**src/logic/xcss_pkg.sv**
```systemverilog
// Constants, register map and types of the crystal start-up select block
// Overview of operation
// - Upper select bits pick crystal frequency range
// - Class bit plus time field give delay
// - Class0 codes 00/01 wait 258 cycles
// - Codes 0/10, 0/11, 1/00 wait 1024 cycles
// - Class1 code 01 waits 16K, 14CK
// - Class1 code 10 waits 16K, plus 4.1ms
// - Class1 code 11 waits 16K, plus 65ms
// - Short-reset codes need reset pin enabled
// - Async timer may use low-frequency oscillator
// - Async timer starts low-frequency oscillator itself
// - Low-frequency codes 00/01 wait 1024 cycles
// - Low-frequency code 10 waits 32K cycles
// - Fuses copied into selection register one cycle after reset release
// - Watchdog cycles time the real-time delay
package xcss_pkg;
   // Register bus geometry
   localparam int unsigned ADDR_W = 8;
   localparam int unsigned DATA_W = 32;
   // Register byte offsets
   localparam logic [7:0] OFS_CLKSEL = 8'h00;
   localparam logic [7:0] OFS_CTRL = 8'h04;
   localparam logic [7:0] OFS_STATUS = 8'h08;
   // Selection register field positions
   localparam int unsigned SRC_LSB = 0;
   localparam int unsigned SRC_W = 4;
   localparam int unsigned SUT_LSB = 4;
   localparam int unsigned SUT_W = 2;
   // Control register bits
   localparam int unsigned CTRL_WAKE_BIT = 0;
   // Status register bits
   localparam int unsigned ST_READY_BIT = 0;
   localparam int unsigned ST_BUSY_BIT = 1;
   localparam int unsigned ST_RSVD_BIT = 2;
   localparam int unsigned ST_UNAV_BIT = 3;
   localparam int unsigned ST_LFGR_BIT = 4;
   localparam int unsigned ST_FUSE_BAD_BIT = 5;
   // Source codes: top two bits 01 is low-frequency crystal, top bit 1 is crystal
   localparam logic [1:0] SRC_LF_TOP = 2'h1;
   localparam logic [2:0] RANGE_0P4_0P9 = 3'h4;
   localparam logic [2:0] RANGE_0P9_3P0 = 3'h5;
   localparam logic [2:0] RANGE_3P0_8P0 = 3'h6;
   localparam logic [2:0] RANGE_8P0_16P0 = 3'h7;
   // Start-up time codes
   localparam logic [1:0] SUT_00 = 2'h0;
   localparam logic [1:0] SUT_01 = 2'h1;
   localparam logic [1:0] SUT_10 = 2'h2;
   localparam logic [1:0] SUT_11 = 2'h3;
   // Oscillator cycle counts that stay below the parameter threshold
   localparam int unsigned CNT_W = 16;
   localparam logic [15:0] CK_258 = 16'h0102;
   localparam logic [15:0] CK_1K = 16'h0400;
   localparam logic [15:0] CK_RST_14 = 16'h000E;
   localparam logic [15:0] CK_NONE = 16'h0000;
   // Real-time part of the reset delay, in microseconds
   localparam int unsigned T_SHORT_US = 4100;
   localparam int unsigned T_LONG_US = 65000;
   // Watchdog cycles for the short time-out
   localparam logic [15:0] WDT_SHORT_CYC = 16'h0200;
   // Fuse bits: a programmed fuse reads 0
   localparam logic FUSE_PROGRAMMED = 1'b0;
   // Decoded start-up timing for one selection
   typedef struct packed {
      logic valid;
      logic reserved;
      logic is_hf;
      logic is_lf;
      logic [15:0] pd_ck;
      logic [15:0] rst_ck;
      logic [15:0] wdt_cyc;
   } xcss_timing_t;
endpackage : xcss_pkg

```
**src/logic/xcss_cycle_counter.sv**
```systemverilog
// Tick counter that signals when a latched limit of ticks has elapsed
`timescale 1ns/1ps
`default_nettype none
module xcss_cycle_counter
   import xcss_pkg::*;
(
   // Clock and reset
   input wire logic clk,
   input wire logic rst,
   // Control
   input wire logic start,
   input wire logic [15:0] limit,
   input wire logic tick,
   // Result
   output logic done,
   output logic running
);
   logic [15:0] cnt_q; // Ticks seen since start
   logic [15:0] lim_q; // Limit latched at start
   logic run_q; // Count in progress
   logic done_q; // Limit reached, held until next start

   // Latch limit and count ticks; a zero limit completes at once
   always_ff @(posedge clk)
   begin
      if (rst)
      begin
         cnt_q <= CK_NONE;
         lim_q <= CK_NONE;
         run_q <= 1'b0;
         done_q <= 1'b0;
      end
      else if (start)
      begin
         // Fresh count clears the done flag, or sets it at once when the limit is zero
         cnt_q <= CK_NONE;
         lim_q <= limit;
         run_q <= (limit != CK_NONE);
         done_q <= (limit == CK_NONE);
      end
      else if (run_q && tick)
      begin
         // Count one oscillator cycle
         cnt_q <= 16'(cnt_q + 16'h0001);
         if (cnt_q + 16'h0001 == lim_q)
         begin
            run_q <= 1'b0;
            done_q <= 1'b1;
         end
      end
   end

   assign done = done_q;
   assign running = run_q;
endmodule // xcss_cycle_counter
`default_nettype wire

```
**src/logic/xcss_startup_ctrl.sv**
```systemverilog
// Start-up delay sequencer and selection register for the crystal oscillators
`timescale 1ns/1ps
`default_nettype none
module xcss_startup_ctrl
   import xcss_pkg::*;
#(
   // Long oscillator and watchdog counts, shortenable for simulation
   parameter logic [15:0] XTAL_LONG_CK = 16'h4000,
   parameter logic [15:0] LF_LONG_CK = 16'h8000,
   parameter logic [15:0] WDT_LONG_CYC = 16'h2000
)
(
   // Clock and reset
   input wire logic SYS_CLK,
   input wire logic RST,
   // Fuse values
   input wire logic [2:0] RANGE_SELECT_FUSES,
   input wire logic STARTUP_CLASS_FUSE,
   input wire logic [1:0] STARTUP_TIME_FUSES,
   input wire logic RESET_PIN_DISABLE_FUSE,
   // Oscillator cycle pulses, one SYS_CLK wide each
   input wire logic OSC_TICK,
   input wire logic WDT_TICK,
   // Power management and neighbouring clock users
   input wire logic WAKE_REQ,
   input wire logic EXT_CLK_EN,
   input wire logic ASYNC_TMR_REQ,
   // Register port
   input wire logic [7:0] REG_ADDR,
   input wire logic [31:0] REG_WDATA,
   input wire logic REG_WE,
   input wire logic REG_RE,
   output logic [31:0] REG_RDATA,
   // Clock control outputs
   output logic CORE_CLK_EN,
   output logic HF_OSC_EN,
   output logic LF_OSC_EN,
   output logic ASYNC_LF_GRANT
);
   // Sequencer states
   typedef enum logic [2:0] {
      S_LOAD,
      S_DECIDE,
      S_RWDT,
      S_ROSC,
      S_WAKE,
      S_READY,
      S_HALT
   } xcss_state_t;

   xcss_state_t state_q; // Current sequencer state
   xcss_state_t state_d; // Next sequencer state
   logic [3:0] src_q; // Source-select field of the selection register
   logic [1:0] sut_q; // Start-up time field of the selection register
   logic [31:0] rdata_q; // Read data, valid the cycle after a read
   xcss_timing_t cur_t; // Timing decoded from the register
   xcss_timing_t fuse_t; // Timing decoded from the fuses
   logic wake_sw; // Software wake request
   logic wake_any; // Any wake request
   logic cnt_start; // Counter start pulse
   logic [15:0] cnt_limit; // Limit for the counter
   logic cnt_tick; // Tick routed to the counter
   logic cnt_done; // Counter reached limit
   logic cnt_run; // Counter busy
   logic lf_permit; // Async timer may use the low-frequency oscillator
   logic [15:0] ck_pd_rst; // Oscillator cycles for the reset path

   // Decode one selection into start-up timing
   function automatic xcss_timing_t decode_timing(input logic [3:0] src, input logic [1:0] sut,
                                                  input logic rst_pin_off);
      xcss_timing_t t;
      t = '0;
      if (src[3])
      begin
         // Crystal range is src[3:1]; class bit and time field choose delay
         t.is_hf = 1'b1;
         t.valid = 1'b1;
         case ({src[0], sut})
            {1'b0, SUT_00}:
            begin
               t.pd_ck = CK_258;
               t.rst_ck = CK_RST_14;
               t.wdt_cyc = WDT_SHORT_CYC;
            end
            {1'b0, SUT_01}:
            begin
               t.pd_ck = CK_258;
               t.rst_ck = CK_RST_14;
               t.wdt_cyc = WDT_LONG_CYC;
            end
            {1'b0, SUT_10}:
            begin
               t.pd_ck = CK_1K;
               t.rst_ck = CK_RST_14;
               t.wdt_cyc = CK_NONE;
               t.valid = (rst_pin_off != FUSE_PROGRAMMED);
            end
            {1'b0, SUT_11}:
            begin
               t.pd_ck = CK_1K;
               t.rst_ck = CK_RST_14;
               t.wdt_cyc = WDT_SHORT_CYC;
            end
            {1'b1, SUT_00}:
            begin
               t.pd_ck = CK_1K;
               t.rst_ck = CK_RST_14;
               t.wdt_cyc = WDT_LONG_CYC;
            end
            {1'b1, SUT_01}:
            begin
               t.pd_ck = XTAL_LONG_CK;
               t.rst_ck = CK_RST_14;
               t.wdt_cyc = CK_NONE;
               t.valid = (rst_pin_off != FUSE_PROGRAMMED);
            end
            {1'b1, SUT_10}:
            begin
               t.pd_ck = XTAL_LONG_CK;
               t.rst_ck = CK_RST_14;
               t.wdt_cyc = WDT_SHORT_CYC;
            end
            default:
            begin
               t.pd_ck = XTAL_LONG_CK;
               t.rst_ck = CK_RST_14;
               t.wdt_cyc = WDT_LONG_CYC;
            end
         endcase
      end
      else if (src[3:2] == SRC_LF_TOP)
      begin
         // Low-frequency crystal: no fixed cycle part in the reset delay
         t.is_lf = 1'b1;
         t.valid = 1'b1;
         t.rst_ck = CK_NONE;
         case (sut)
            SUT_00:
            begin
               t.pd_ck = CK_1K;
               t.wdt_cyc = WDT_SHORT_CYC;
            end
            SUT_01:
            begin
               t.pd_ck = CK_1K;
               t.wdt_cyc = WDT_LONG_CYC;
            end
            SUT_10:
            begin
               t.pd_ck = LF_LONG_CK;
               t.wdt_cyc = WDT_LONG_CYC;
            end
            default:
            begin
               // Reserved code: no delay is defined, sequencer refuses it
               t.reserved = 1'b1;
               t.valid = 1'b0;
            end
         endcase
      end
      return t;
   endfunction

   // Live decode of the register and of the raw fuses
   assign cur_t = decode_timing(src_q, sut_q, RESET_PIN_DISABLE_FUSE);
   assign fuse_t = decode_timing({RANGE_SELECT_FUSES, STARTUP_CLASS_FUSE}, STARTUP_TIME_FUSES,
                                 RESET_PIN_DISABLE_FUSE);

   // Software wake request from the control register
   assign wake_sw = REG_WE && (REG_ADDR == OFS_CTRL) && REG_WDATA[CTRL_WAKE_BIT];
   assign wake_any = WAKE_REQ || wake_sw;

   // Selection register: fuse copy after reset, then software writes
   always_ff @(posedge SYS_CLK)
   begin
      if (RST)
      begin
         src_q <= 4'h0;
         sut_q <= SUT_00;
      end
      else if (state_q == S_LOAD)
      begin
         // Fuse copy taken by a clocked process after reset release
         src_q <= {RANGE_SELECT_FUSES, STARTUP_CLASS_FUSE};
         sut_q <= STARTUP_TIME_FUSES;
      end
      else if (REG_WE && (REG_ADDR == OFS_CLKSEL))
      begin
         src_q <= REG_WDATA[SRC_LSB +: SRC_W];
         sut_q <= REG_WDATA[SUT_LSB +: SUT_W];
      end
   end

   // Read data register; unmapped addresses read zero
   always_ff @(posedge SYS_CLK)
   begin
      if (RST)
      begin
         rdata_q <= 32'h0000_0000;
      end
      else if (REG_RE)
      begin
         rdata_q <= 32'h0000_0000;
         case (REG_ADDR)
            OFS_CLKSEL:
            begin
               rdata_q[SRC_LSB +: SRC_W] <= src_q;
               rdata_q[SUT_LSB +: SUT_W] <= sut_q;
            end
            OFS_STATUS:
            begin
               rdata_q[ST_READY_BIT] <= (state_q == S_READY);
               rdata_q[ST_BUSY_BIT] <= cnt_run;
               rdata_q[ST_RSVD_BIT] <= cur_t.reserved;
               rdata_q[ST_UNAV_BIT] <= !cur_t.valid;
               rdata_q[ST_LFGR_BIT] <= ASYNC_LF_GRANT;
               rdata_q[ST_FUSE_BAD_BIT] <= !fuse_t.valid;
            end
            default:
            begin
               // Control register is write-only, others unmapped
               rdata_q <= 32'h0000_0000;
            end
         endcase
      end
      else
      begin
         // Data stand only in the cycle after the read
         rdata_q <= 32'h0000_0000;
      end
   end

   // Reset path oscillator count: wake-up cycles plus fixed reset cycles
   assign ck_pd_rst = 16'(cur_t.pd_ck + cur_t.rst_ck);

   // Next-state logic of the start-up sequencer
   always_comb
   begin
      state_d = state_q;
      case (state_q)
         S_LOAD:
         begin
            state_d = S_DECIDE;
         end
         S_DECIDE:
         begin
            // Real-time part first, skipped when none is selected
            if (!cur_t.valid)
               state_d = S_HALT;
            else if (cur_t.wdt_cyc != CK_NONE)
               state_d = S_RWDT;
            else
               state_d = S_ROSC;
         end
         S_RWDT:
         begin
            if (cnt_done)
               state_d = S_ROSC;
         end
         S_ROSC, S_WAKE:
         begin
            if (cnt_done)
               state_d = S_READY;
         end
         S_READY, S_HALT:
         begin
            // Wake from power-down or re-check on software request
            if (wake_any)
               state_d = cur_t.valid ? S_WAKE : S_HALT;
         end
         default:
         begin
            state_d = S_LOAD;
         end
      endcase
   end

   // State register
   always_ff @(posedge SYS_CLK)
   begin
      if (RST)
         state_q <= S_LOAD;
      else
         state_q <= state_d;
   end

   // Counter is started on entry to each counting state
   assign cnt_start = (state_d != state_q) &&
                      ((state_d == S_RWDT) || (state_d == S_ROSC) || (state_d == S_WAKE));

   // Limit and tick source for the counter
   always_comb
   begin
      cnt_limit = cur_t.pd_ck;
      cnt_tick = OSC_TICK;
      case (state_d)
         S_RWDT:
         begin
            cnt_limit = cur_t.wdt_cyc;
         end
         S_ROSC:
         begin
            cnt_limit = ck_pd_rst;
         end
         default:
         begin
            cnt_limit = cur_t.pd_ck;
         end
      endcase
      // Watchdog oscillator times the real-time part of the reset delay
      if (state_q == S_RWDT)
         cnt_tick = WDT_TICK;
   end

   // Shared start-up counter
   xcss_cycle_counter u_counter (
      .clk(SYS_CLK),
      .rst(RST),
      .start(cnt_start),
      .limit(cnt_limit),
      .tick(cnt_tick),
      .done(cnt_done),
      .running(cnt_run)
   );

   // Core clock held off until the selected count has elapsed
   assign CORE_CLK_EN = (state_q == S_READY);

   // High-frequency amplifier runs when a crystal range is selected
   assign HF_OSC_EN = cur_t.is_hf && (state_q != S_LOAD);

   // Async timer may take the low-frequency oscillator only when pins are free
   assign lf_permit = !HF_OSC_EN && !EXT_CLK_EN;
   assign ASYNC_LF_GRANT = ASYNC_TMR_REQ && lf_permit;

   // Low-frequency oscillator on as system source or for the async timer
   assign LF_OSC_EN = (cur_t.is_lf && (state_q != S_LOAD)) || ASYNC_LF_GRANT;

   assign REG_RDATA = rdata_q;

   // Core clock never enabled while a count is in progress
   a_gate_while_count: assert property (@(posedge SYS_CLK) disable iff (RST)
      cnt_run |-> !CORE_CLK_EN)
      else $error("core clock enabled during start-up count");

   // Fuses reach the register one cycle after reset release
   a_fuse_copy: assert property (@(posedge SYS_CLK) disable iff (RST)
      (state_q == S_LOAD) |=> (src_q == $past({RANGE_SELECT_FUSES, STARTUP_CLASS_FUSE})) &&
                               (sut_q == $past(STARTUP_TIME_FUSES)))
      else $error("fuse values not copied into selection register");

   // Short-reset crystal codes refused while reset pin is disabled
   a_short_refused: assert property (@(posedge SYS_CLK) disable iff (RST)
      (src_q[3] && (RESET_PIN_DISABLE_FUSE == FUSE_PROGRAMMED) &&
       ({src_q[0], sut_q} == {1'b0, SUT_10} || {src_q[0], sut_q} == {1'b1, SUT_01})) |-> !cur_t.valid)
      else $error("short reset setting accepted with reset pin disabled");

   // Reserved low-frequency code never starts a count
   a_lf_reserved: assert property (@(posedge SYS_CLK) disable iff (RST)
      ((src_q[3:2] == SRC_LF_TOP) && (sut_q == SUT_11)) |-> !cnt_start)
      else $error("reserved low-frequency code started a count");

   // Short crystal wake-up uses 258 cycles
   a_xtal_258: assert property (@(posedge SYS_CLK) disable iff (RST)
      (cnt_start && (state_d == S_WAKE) && src_q[3] && !src_q[0] && !sut_q[1]) |-> (cnt_limit == CK_258))
      else $error("wrong short crystal wake-up count");

   // Long crystal wake-up uses the 16K count
   a_xtal_16k: assert property (@(posedge SYS_CLK) disable iff (RST)
      (cnt_start && (state_d == S_WAKE) && src_q[3] && src_q[0] && (sut_q != SUT_00))
      |-> (cnt_limit == XTAL_LONG_CK))
      else $error("wrong long crystal wake-up count");

   // Low-frequency code 10 wakes after the 32K count
   a_lf_32k: assert property (@(posedge SYS_CLK) disable iff (RST)
      (cnt_start && (state_d == S_WAKE) && (src_q[3:2] == SRC_LF_TOP) && (sut_q == SUT_10))
      |-> (cnt_limit == LF_LONG_CK))
      else $error("wrong low-frequency long wake-up count");

   // Watchdog phase counts watchdog ticks only
   a_wdt_tick: assert property (@(posedge SYS_CLK) disable iff (RST)
      (state_q == S_RWDT) |-> (cnt_tick == WDT_TICK))
      else $error("reset real-time phase not timed by watchdog");

   // Grant withdrawn in the same cycle as the high-frequency crystal starts
   a_lf_grant: assert property (@(posedge SYS_CLK) disable iff (RST)
      $rose(HF_OSC_EN) |-> !ASYNC_LF_GRANT ##1 (!HF_OSC_EN || !ASYNC_LF_GRANT))
      else $error("async timer granted low-frequency oscillator while pins busy");

   // Async request alone starts the low-frequency oscillator when permitted
   a_lf_self_start: assert property (@(posedge SYS_CLK) disable iff (RST)
      (ASYNC_TMR_REQ && !HF_OSC_EN && !EXT_CLK_EN) |-> LF_OSC_EN)
      else $error("async timer could not start low-frequency oscillator");

   // Read data stand one cycle only
   a_read_one_cycle: assert property (@(posedge SYS_CLK) disable iff (RST)
      (!REG_RE ##1 !REG_RE) |=> (REG_RDATA == 32'h0000_0000))
      else $error("read data held beyond one cycle");
endmodule // xcss_startup_ctrl
`default_nettype wire

```
**config.mk**
```make
export PLATFORM = sky130hd
export DESIGN_NAME = xcss_startup_ctrl
export DESIGN_NICKNAME = d
export VERILOG_FILES = /design/src/logic/xcss_pkg.sv /design/src/logic/xcss_cycle_counter.sv /design/src/logic/xcss_startup_ctrl.sv
export SDC_FILE = /design/constraint.sdc
export NUM_CORES = 1
export LEC_CHECK = 0
export BUFFER_PORTS_ARGS = -buffer_cell sky130_fd_sc_hd__buf_2
export CORE_MARGIN = 2
export CORE_UTILIZATION = 51
export DETAILED_ROUTE_END_ITERATION = 16
export PLACE_DENSITY = 0.79
export SLEW_MARGIN = 0
export SYNTH_ARGS = -nofsm -noshare
export SYNTH_HDL_FRONTEND = slang
export SYNTH_SLANG_ARGS = --single-unit
export TNS_END_PERCENT = 5
```
**constraint.sdc**
```tcl
create_clock -name SYS_CLK -period 5.5 [get_ports SYS_CLK]
set_input_delay 0.55 -clock SYS_CLK [delete_from_list [all_inputs] [get_ports SYS_CLK]]
set_output_delay 0.55 -clock SYS_CLK [all_outputs]
set_load 0.01 [all_outputs]
```
==> impl_metrics.json <==
{
  "status": "complete, no violations",
  "num_vias": 2667,
  "fin_setup_tns_ns": 0,
  "slew-limit-headroom_pct": 46.18,
  "hold_class": "reg -> reg",
  "startpoint_type": "flip-flop",
  "grt_max_degree": 22,
  "worstMarginPinSlew_ns": 0.8027,
  "drt_iter0_markers": 125,
  "yosys_most_used_dff": "dfxtp_1",
  "overflow": 0,
  "synth-edff-count": 0,
  "post_dp_cell_area_um2": 3132,
  "start_util_pct": 52.31,
  "antenna_found_initial": 0,
  "syn_area_um2": 3060,
  "ys_types": 69,
  "synth_cells": 382,
  "netlist_top_cells_area": "dfxtp_1 27%, buf_4 6.9%, xnor2_1 6.9%, nor2_1 6.3%, nand2_1 4.5%",
  "dieHeight_um": 81.47,
  "drc_errors": 0,
  "ys_ff_latch": 42,
  "die-area_um2": 6637,
  "max-cap-violations": 0,
  "end_kind": "flip-flop",
  "pin_count": 92,
  "cts-htree-levels": 2,
  "cts.clk_slew.worst_paths_ns": 0.09,
  "grt_pass1_vias": 2450,
  "fp-row-count": 28,
  "layout.nets": 468,
  "synthArstFlopShare_pct": 0,
  "synth_common_cells": "51 x nor2_1, 42 x dfxtp_1, 37 x nand2_1",
  "cts_resized": 0,
  "power_w": 0.001225,
  "diodes": 0,
  "syn_avg_cell_area_um2": 8.012,
  "gp_congestion": 0.8325,
  "tritoncts": "built",
  "wl_per_cell_um": 13.32,
  "clkSinkCount": 42,
  "multi_input_area_um2": 1964,
  "fin_area_um2": 3227,
  "fill_cells": 568,
  "hold_buffers": 0,
  "finalWirelength_um": 6420,
  "ys_seq_area_share_pct": 27.47,
  "core_um2": 5851,
  "grt_pass1_wl_um": 10750,
  "cts_max_path_buffers": 2,
  "slew_violations": 0,
  "synth_top_area_share_pct": 27.47,
  "yosysTopAreaCell": "dfxtp_1",
  "ant_nets": 0,
  "dp_hpwl_um": 4792,
  "power_density_nw_per_um2": 379.6,
  "finalHoldViolCount": 0,
  "portBuffers": 39,
  "die_w_um": 81.47,
  "worstSetupPathType": "reg -> reg",
  "synth.most_common_cell": "nor2_1",
  "drive_gt1_share_pct": 15.97,
  "max_freq_ghz": 0.3505,
  "cts_buffers": 5,
  "path_max_fanout": 21,
  "area_growth_pct": 5.437,
  "regArea_um2": 840.8,
  "ys_warn_count": 0,
  "viasPerCell": 5.533,
  "rsz0062_at_grt": "no",
  "grt_usage_pct": 20.63,
  "finalCriticalPeriod_ns": 2.853,
  "clock_latency_ns": 0.31,
  "clock_skew_ns": 0.01732,
  "setup_viol": 0,
  "crit_required_ns": 5.72,
  "period_share_pct": 51.88,
  "arrival_ns": 3.08,
  "postCtsSetupBuffers": 0,
  "ir_drop_uv": 215.6,
  "first_pass_iters": 4,
  "p_leak_nw": 1.224,
  "cts-root-buf": "clkbuf_8"
}
==> layout make-up <==
type,instances,area share [%]
clock buffers,7,2.675
well taps,75,2.908
repair buffers,40,6.282
flip-flops and latches,42,26.06
clock inverters,1,0.2714
inverters,8,0.9306
multi-input cells,309,60.88
==> path summary, 6_finish.rpt <==
check                                          from             endpoint  slack [ns]  depth (start not counted)
worst min-delay path            u_counter.lim_q[10]  u_counter.lim_q[10]        0.48                          2
worst max register to register             sut_q[1]    u_counter.running        2.65                          7
worst min register to register  u_counter.lim_q[10]  u_counter.lim_q[10]        0.48                          2
worst max-delay path                       sut_q[1]    u_counter.running        2.65                          7
==> worst max-delay path, cell delays in order (launching register included) <==
cell	delay [ns]
dfxtp_1	0.42
ha_1	0.29
and2b_4	0.23
o22a_2	0.26
a222oi_1	0.33
a21boi_2	0.69
o21ai_4	0.28
o32ai_1	0.27
==> report_power, final <==
part,total (W),leakage [nW],internal [W],switching (W)
combinational,0.000597,0.834,0.000230,0.000367
clock,0.000221,0.0489,0.000104,0.000117
sequential,0.000407,0.341,0.000340,0.0000667
==> metrics by stage <==
stage,setup slack (ns),utilization (%),std cells,hold slack [ns]
after floorplan,3.149,-,407,0.4497
after global placement,2.720,53.53,474,0.4699
after detailed placement,2.673,53.53,474,0.4682
after CTS,2.636,55.15,482,0.4786
after global routing,2.383,55.15,482,0.5105
final,2.647,55.15,482,0.4764
==> layer usage <==
metal | global-route usage [%] | up-vias | wire length, um
li1 | - | 1351 | -
met1 | 23.68 | 1247 | 2917
met2 | 37.13 | 65 | 3182
met3 | 5.055 | 4 | 256
met4 | 7.119 | 0 | 64
met5 | 0 | - | 0
==> cells in the final DEF (no fill, tap or decap), drive strengths merged, types with 4 or more instances in the layout <==
master,instances
o21ai,17
a21boi,4
xor2,4
nor3b,6
nor2,51
clkbuf,7
nor2b,5
dfxtp,42
nor3,8
and4,5
a21oi,15
inv,9
nand3,8
xnor2,24
a311oi,8
buf,40
mux2i,6
nand4,9
ha,6
nand2b,4
nand2,37
and2,9
conb,26
or4,4
==> kinds of logic (layout without fill, tap and decap cells) <==
logic type	after synthesis	count (layout)	synth area share (%)
AO/OA/AOI/OAI	72	72	17.46
XOR/XNOR	28	28	8.013
adder cells (fa/ha/maj)	6	6	2.453
buffers and inverters	56	56	11.41
flip-flops	42	42	27.47
multiplexers	7	7	2.821
other	1	26	0.1225
AND/OR/NAND/NOR	170	170	30.25
==> flip-flops by register name, summed over array words and instances, names as in the netlist <==
| register | cells |
|---|---|
| REG_RDATA | 6 |
| u_counter.done | 1 |
| u_counter.lim_q | 9 |
| state_q | 3 |
| src_q | 4 |
| sut_q | 2 |
| u_counter.cnt_q | 16 |
| u_counter.running | 1 |
No activity file was read; power rests on OpenSTA's default activity.
